`src/include/ebr_consts.vh`:
```
/*
 bus release constants: state codes, widths, function select level.
 assumes inclusion by bare name from design files.
*/
`ifndef EBR_CONSTS_VH
`define EBR_CONSTS_VH
`define EBR_ADDR_W 24
`define EBR_DATA_W 16
`define EBR_CS_W 4
`define EBR_ST_OWN 2'h0
`define EBR_ST_HIGH 2'h1
`define EBR_ST_OFF 2'h2
`define EBR_ST_REL 2'h3
`define EBR_FUNC_SEL 1'h1
`endif

```
`src/design/ebr_bus_release.v`:
```
/*
 external bus release logic: takes the bus off the pins for an external
 master, gates register access and defers the watchdog interrupt.
 assumes all inputs synchronous to clk_in; pad logic resolves enables.
*/
`timescale 1ns/1ps
`default_nettype none
`include "ebr_consts.vh"
// Summary of operation
// - low level on bus_request_n means an external release request
// - finish current bus cycle, then drive address, strobes, selects high
// - then turn off address, strobe, data drivers, then assert grant low
// - block internal register access while released; peripherals keep running
// - watchdog counting is untouched by release; choose timeout accordingly
// - upper byte write strobe driver off with pull-up during release
// - request and grant pins act as port pins unless function select and direction control are both set
// - watchdog runaway seen during release raises interrupt after release
module ebr_bus_release #(
   parameter ADDR_W = `EBR_ADDR_W,
   parameter DATA_W = `EBR_DATA_W,
   parameter CS_W = `EBR_CS_W
)(
   input wire clk_in,
   input wire rst_in,
   input wire bus_request_n_in,
   input wire port5_direction_ctrl_in,
   input wire port5_function_select_in,
   input wire port_grant_value_in,
   input wire cycle_busy_in,
   input wire [ADDR_W-1:0] addr_in,
   input wire rd_n_in,
   input wire wr_n_in,
   input wire upper_byte_write_n_in,
   input wire [CS_W-1:0] chip_select_n_in,
   input wire [DATA_W-1:0] data_in,
   input wire data_drive_in,
   input wire reg_access_in,
   input wire wdt_runaway_in,
   output reg [ADDR_W-1:0] addr_out,
   output reg addr_oe_n_out,
   output reg rd_n_out,
   output reg wr_n_out,
   output reg upper_byte_write_n_out,
   output reg upper_byte_write_oe_n_out,
   output reg upper_byte_pullup_out,
   output reg [CS_W-1:0] chip_select_n_out,
   output reg ctrl_oe_n_out,
   output reg [DATA_W-1:0] data_out,
   output reg data_oe_n_out,
   output reg bus_grant_n_out,
   output reg bus_released_out,
   output reg reg_access_ok_out,
   output reg watchdog_interrupt_out
);
   reg [1:0] state;
   reg [1:0] next_state;
   reg wdt_pending;
   reg next_grant_n;
   wire func_on;
   wire req;
   wire rel_next;

   assign func_on = port5_function_select_in == `EBR_FUNC_SEL &&
      port5_direction_ctrl_in == `EBR_FUNC_SEL;
   assign req = func_on && !bus_request_n_in;
   assign rel_next = next_state == `EBR_ST_REL ||
      next_state == `EBR_ST_OFF;

   always @*
   begin
      next_state = state;
      case (state)
         `EBR_ST_OWN:
            if (req && !cycle_busy_in)
               next_state = `EBR_ST_HIGH;
         `EBR_ST_HIGH:
            next_state = `EBR_ST_OFF;
         `EBR_ST_OFF:
            next_state = req ? `EBR_ST_REL : `EBR_ST_OWN;
         `EBR_ST_REL:
            if (!req)
               next_state = `EBR_ST_OWN;
         default:
            next_state = `EBR_ST_OWN;
      endcase
   end

   // state register
   always @(posedge clk_in)
   begin
      if (rst_in)
         state <= `EBR_ST_OWN;
      else
         state <= next_state;
   end

   always @(posedge clk_in)
   begin
      if (rst_in)
      begin
         wdt_pending <= 1'h0;
         watchdog_interrupt_out <= 1'h0;
      end
      else if (rel_next)
      begin
         wdt_pending <= wdt_pending | wdt_runaway_in;
         watchdog_interrupt_out <= 1'h0;
      end
      else
      begin
         wdt_pending <= 1'h0;
         watchdog_interrupt_out <= wdt_pending | wdt_runaway_in;
      end
   end

   always @(posedge clk_in)
   begin
      if (rst_in)
      begin
         addr_out <= {ADDR_W{1'h1}};
         rd_n_out <= 1'h1;
         wr_n_out <= 1'h1;
         upper_byte_write_n_out <= 1'h1;
         chip_select_n_out <= {CS_W{1'h1}};
      end
      else if (next_state != `EBR_ST_OWN)
      begin
         addr_out <= {ADDR_W{1'h1}};
         rd_n_out <= 1'h1;
         wr_n_out <= 1'h1;
         upper_byte_write_n_out <= 1'h1;
         chip_select_n_out <= {CS_W{1'h1}};
      end
      else
      begin
         addr_out <= addr_in;
         rd_n_out <= rd_n_in;
         wr_n_out <= wr_n_in;
         upper_byte_write_n_out <= upper_byte_write_n_in;
         chip_select_n_out <= chip_select_n_in;
      end
   end

   // core data, registered every cycle regardless of data_oe_n_out
   always @(posedge clk_in)
   begin
      if (rst_in)
         data_out <= {DATA_W{1'h0}};
      else
         data_out <= data_in;
   end

   always @(posedge clk_in)
   begin
      if (rst_in)
      begin
         addr_oe_n_out <= 1'h0;
         ctrl_oe_n_out <= 1'h0;
         data_oe_n_out <= 1'h1;
      end
      else
      begin
         addr_oe_n_out <= rel_next;
         ctrl_oe_n_out <= rel_next;
         data_oe_n_out <= rel_next | !data_drive_in;
      end
   end

   always @(posedge clk_in)
   begin
      if (rst_in)
      begin
         upper_byte_write_oe_n_out <= 1'h0;
         upper_byte_pullup_out <= 1'h0;
      end
      else
      begin
         upper_byte_write_oe_n_out <= rel_next;
         upper_byte_pullup_out <= rel_next;
      end
   end

   always @*
   begin
      if (next_state == `EBR_ST_REL)
         next_grant_n = 1'h0;
      else if (func_on)
         next_grant_n = 1'h1;
      else
         next_grant_n = port_grant_value_in;
   end

   always @(posedge clk_in)
   begin
      if (rst_in)
      begin
         bus_grant_n_out <= 1'h1;
         bus_released_out <= 1'h0;
      end
      else
      begin
         bus_grant_n_out <= next_grant_n;
         bus_released_out <= next_state == `EBR_ST_REL;
      end
   end

   always @(posedge clk_in)
   begin
      if (rst_in)
         reg_access_ok_out <= 1'h0;
      else
         reg_access_ok_out <= reg_access_in && next_state == `EBR_ST_OWN;
   end
   // watchdog lives outside; wdt_runaway_in is never gated here
endmodule
`default_nettype wire

```
`config.mk`:
```
export PLATFORM = sky130hd
export DESIGN_NAME = ebr_bus_release
export DESIGN_NICKNAME = d
export VERILOG_FILES = /design/src/design/ebr_bus_release.v
export VERILOG_INCLUDE_DIRS = /design/src /design/src/include
export SDC_FILE = /design/constraint.sdc
export NUM_CORES = 1
export LEC_CHECK = 0
export BUFFER_PORTS_ARGS = -buffer_cell sky130_fd_sc_hd__buf_2
export CAP_MARGIN = 20
export CORE_MARGIN = 3
export CORE_UTILIZATION = 43
export DETAILED_ROUTE_END_ITERATION = 8
export GPL_TIMING_DRIVEN = 0
export PLACE_DENSITY = 0.84
export SYNTH_ARGS = -nofsm -noshare
export SYNTH_HDL_FRONTEND = slang
export SYNTH_SLANG_ARGS = --single-unit
```
`constraint.sdc`:
```
create_clock -name clk_in -period 1.33 [get_ports clk_in]
set_input_delay 0.0665 -clock clk_in [delete_from_list [all_inputs] [get_ports clk_in]]
set_output_delay 0.0665 -clock clk_in [all_outputs]
set_load 0.05 [all_outputs]
```
-- Yosys cells after proc, flatten, opt, wreduce, memory -nomap -nowiden
Index checks and enable logic that the tools add are counted.
- shift-type cells: 0
- multiply operators: 0
- eq/ne operators: 5
- magnitude comparators: 0
- bitwise operators: 3
- div/mod/pow operators: 0
- mux-type cells: 6
- reductions and logical operators: 14
- add/sub/neg operators: 0
- operators by type and width (cell ; number):
    == test 2 bit, second input constant ; 4
    one-hot mux 2 bit (4 select lines) ; 1
    2-to-1 mux 2 bit ; 3
    OR reduction 2 bit ; 3
    logical AND 1 bit ; 4
    logical NOT 2 bit ; 2
    logical NOT 1 bit ; 3
    == test 2 x 1 -> 1 bit, second input constant ; 1
    2-to-1 mux 1 bit ; 2
    bitwise OR 1 bit ; 2
    nonzero test 2 bit ; 1
    logical OR 1 bit ; 1
    NOT 1 bit ; 1
- flip-flop bits (word level): 56
- memory bits (writable): 0
- memories: 0
- bits in latches: 0
- word-level logic and storage cells: 42
- memory bits (read-only): 0
- input bits: 57
- output and inout port bits: 56

-- Longest topological paths before layout
- word-level depth: 9
- gate-level depth with buffers: 4
- depth with buffers taken out: 2

-- Worst setup path before layout
OpenSTA, ideal clock, no wires.
- path type: register to register
- start point: reg state[1]
- end point: reg addr_out[10]
- clock period less this slack: 1411 ps
- data arrival time: 1285 ps
- setup slack: -81 ps
- path buffers: 2
- setup time: 125 ps
- data required time: 1205 ps
- cell stages (with the launch flop): 5
- cells stage by stage: dfxtp_1 -> nand2b_1 -> buf_4 -> buf_4 -> o211ai_2
- word-level cells in the longest chain between the ends: 4
- elaborated cells on any way between the ends: 9
- those cells by class: eq/ne: 3; mux: 3; reduce/logical: 3
- RTL lines (what ; RTL line ; source):
    from (decl) ; ebr_bus_release.v:55 ; reg [1:0] state;
    from (signal assigned) ; ebr_bus_release.v:92 ; state <= `EBR_ST_OWN;
    from (signal assigned) ; ebr_bus_release.v:94 ; state <= next_state;
    == test 2 bit, or another cell as far along ; ebr_bus_release.v:72 ; case (state)
    one-hot mux 2 bit (4 select lines) (*) ; ebr_bus_release.v:72 ;
    nonzero test 2 bit (no line) (*) ; - ;
    OR reduction 2 bit (no line) (*) ; - ;
    to (signal assigned) ; ebr_bus_release.v:120 ; addr_out <= {ADDR_W{1'h1}};
    to (signal assigned) ; ebr_bus_release.v:128 ; addr_out <= {ADDR_W{1'h1}};
    to (signal assigned) ; ebr_bus_release.v:136 ; addr_out <= addr_in;
    to (decl) ; ebr_bus_release.v:39 ; output reg [ADDR_W-1:0] addr_out,
Mark *: on every way between the ends. The rest lies on a longest branch, timed or not.
A chain may end at the register's enable or synchronous reset.

==> impl_metrics.py <==
metrics = {
    "timing": {
        "finalSetupTns_ps": 0,
        "slew_headroom_pct": 71.6,
        "fin_crit_sh_pct": 83.9,
        "worstMarginPinSlew_ps": 425,
        "timing.final.crit_period_ps": 1120,
        "timing.fmax_ghz": 0.896,
        "setup_viol": 0,
        "maxSlewViolCount": 0,
        "finClkSkew_ps": 6.15,
        "rsz0062_at_grt": "false",
        "timing.final.hold_violations": 0,
    },
    "setup_path": {
        "crit_start": "state[1]$_SDFF_PP0_",
        "rr_worst_depth": 4,
        "worstSetupPathType": "register to primary output",
        "slowest_delay_ps": 390,
        "path_cells": "buf_4 > buf_2",
        "rrSetupSlack_ps": 210,
        "crit_end": "upper_byte_pullup_out",
        "cp-start-kind": "register",
        "cp.arrival_ps": 1050,
        "crit_slowest_cell": "dfxtp_2",
        "crit_path_end_kind": "primary output",
        "r2r-start": "state[1]$_SDFF_PP0_",
        "worstPathMaxFanout": 8,
        "reg2reg_to": "addr_out[12]$_SDFF_PP1_",
        "cp_data_required_time_ps": 1260,
        "path_depth": 2,
        "cp_num_buf_inv": 2,
        "cp_top_family": "flip-flops",
    },
    "drt": {
        "drt-pass1-iter-count": 4,
        "vias_per_cell": 4.72,
        "drt_iter0_drc": 46,
        "finalWirelength_um": 5250,
        "drc": 0,
        "vias": 1835,
        "wl_per_cell_um": 13.5,
        "final_antenna_net_count": 0,
    },
    "synth": {
        "synth.distinct_cells": 23,
        "synth_top_area_share_pct": 55.6,
        "syn-cell-area_mm2": 0.00198,
        "ys_seq_area_share_pct": 55.6,
        "muxShareOfSynthArea_pct": 0,
        "synthTopCellsByCount": "55 x dfxtp_1, 31 x nor2_1, 29 x o211ai_2, 16 x nor2b_1, 8 x buf_4",
        "synth-edff-count": 0,
        "synth.largest_area_cell": "dfxtp_1",
        "synth_area_leaders": "dfxtp_1 56%, o211ai_2 18%, nor2_1 5.9%, nor2b_1 5.1%, buf_4 3.0%",
        "ys_ff_latch": 55,
        "synth_cells": 169,
        "synth_flop_cell": "dfxtp_1",
        "synth-compound-area-share_pct": 21.9,
        "synth_top_family_by_area": "compound AO/OA/AOI/OAI gates",
        "syn_avg_cell_area_um2": 11.7,
        "yosysMostFrequentCell": "dfxtp_1",
        "synth-simple-area-share_pct": 14.5,
        "synth_warnings": 0,
        "synth_xor_area_share_pct": 0,
        "synthArstFlopShare_pct": 0,
        "syn_nets": 226,
        "synthAdderAreaFrac_pct": 0,
    },
    "global_routing": {
        "grtUsageTotal_pct": 19.4,
        "antenna_found_initial": 0,
        "grt_pass1_vias": 1811,
        "grt_pass1_wl_um": 8090,
        "grt_max_degree": 17,
        "grt_overflow": 0,
    },
    "layout": {
        "multiInputGateArea_um2": 721,
        "final_area_mm2": 0.00323,
        "n_fill_cell": 327,
        "fin_cells": 389,
        "drive_gt1_share_pct": 50.1,
        "layout.nets": 393,
        "area_growth_pct": 62.9,
        "regArea_mm2": 0.00110,
        "diodes": 0,
    },
    "placement": {
        "gp_congestion": 0.717,
        "dpl_cell_area_mm2": 0.00260,
        "io_buffers": 111,
        "hpwl_um": 3370,
        "dp_cells": 332,
    },
    "clock_tree": {
        "clk_pin_slew_ps": 90,
        "cts_htree_levels": 2,
        "cts.sinks": 55,
        "cts_made_buffers": 5,
        "clockBufferDepth": 2,
        "cts_tree": "built",
        "cts-resized-gates": 0,
        "insertion_delay_ps": 300,
        "cts_root_buffer": "clkbuf_8",
    },
    "power_and_ir_drop": {
        "powerDensity_mw_per_mm2": 1190,
        "power.static_leakage_uw": 0.00148,
        "ir_drop_uv": 649,
    },
    "die": {
        "initial_core_util_pct": 44.9,
        "ios": 113,
        "die_y_um": 73.9,
        "core_mm2": 0.00441,
        "die_w_um": 73.9,
        "dieArea_mm2": 0.00546,
        "rows": 24,
    },
    "worst_hold_path": {
        "hp-class": "input port to register",
    },
    "run": {
        "maxCapViolCount": 0,
    },
    "outcome": {
        "status": "finished clean",
    },
}
-- registers in the layout, summed over array words and instances (netlist names) --
register,flops
chip_select_n_out,4
data_oe_n_out,1
data_out,16
bus_grant_n_out,1
upper_byte_write_n_out,1
wr_n_out,1
addr_out,24
reg_access_ok_out,1
bus_released_out,1
watchdog_interrupt_out,1
wdt_pending,1
rd_n_out,1
state,2
-- cell type report --
cell class                 count  area share (%)
clock buffer                   6            2.25
clock inverter                 2            1.86
multi-input combinational     92            22.3
buffer                        20            4.69
inverter                       2           0.233
timing repair buffer         160            32.4
tap                           52            2.02
sequential                    55            34.2
-- layout by cell type (no fill, tap or decap), types with 2 or more instances in the layout --
| cell type | synthesis | routed |
|---|---|---|
| dfxtp_1 | 55 | 54 |
| o211ai_2 | 29 | 29 |
| clkbuf_1 | 2 | 3 |
| buf_4 | 8 | 8 |
| nor3_2 | 2 | 2 |
| o211ai_1 | 2 | 2 |
| buf_2 | 4 | 115 |
| dlygate4sd3_1 | 0 | 49 |
| nor2_1 | 31 | 31 |
| bufinv_16 | 0 | 2 |
| clkbuf_8 | 0 | 5 |
| nor2b_1 | 16 | 16 |
| buf_6 | 5 | 5 |
| inv_1 | 2 | 2 |
| a21oi_1 | 2 | 2 |
-- worst min path at each step --
stage                        start                          to  slack, ps  depth (start not counted)
4_1_cts             wdt_runaway_in      wdt_pending$_SDFF_PP0_         60                          3
6_report            wdt_runaway_in      wdt_pending$_SDFF_PP0_         70                          3
3_3_place_gp         data_drive_in    data_oe_n_out$_SDFF_PP1_        250                          2
5_1_grt        port_grant_value_in  bus_grant_n_out$_SDFF_PP1_        100                          3
3_5_place_dp         data_drive_in    data_oe_n_out$_SDFF_PP1_        250                          2
2_1_floorplan        data_drive_in    data_oe_n_out$_SDFF_PP1_        140                          1
-- metal layers --
metal / vias to the layer above / global-route usage, % / wire [um]
met5: - / 0 / 0
met3: 8 / 6.16 / 380
li1: 906 / - / -
met1: 847 / 20.6 / 1970
met4: 0 / 5.43 / 72
met2: 74 / 36.1 / 2830
-- logic make-up after synthesis --
group	Yosys count
simple gates	54
compound gates	38
buf+inv	22
flops	55
-- worst register-to-register path: stages (launching register included) --
cell and delay, ps:
dfxtp_2 390, nand2b_1 120, buf_4 160, buf_4 230, o211ai_2 110
-- stage by stage --
step           hold WS (ps)  utilization (%)  total power, uW  setup slack (ps)
3_3_place_gp            250             59.0             2500               231
3_5_place_dp            252             59.0             2510               220
4_1_cts                62.0             73.1             3860               191
6_report               71.9             73.1             3840               214
5_1_grt                98.7             73.1             3990              97.6
2_1_floorplan           140                -             2300               128
-- report_power, final --
part	internal (uW)	switching, uW
Clock	752	501
Sequential	1730	22.8
Combinational	303	524
-- timing repair --
action / in CTS / in global routing
hold buffers: 49 / 0
buffers inserted: 0 / 0
hold endpoints to repair: 49 / 0
setup endpoints to repair: 0 / 0
(Power assumes the default switching activity.)
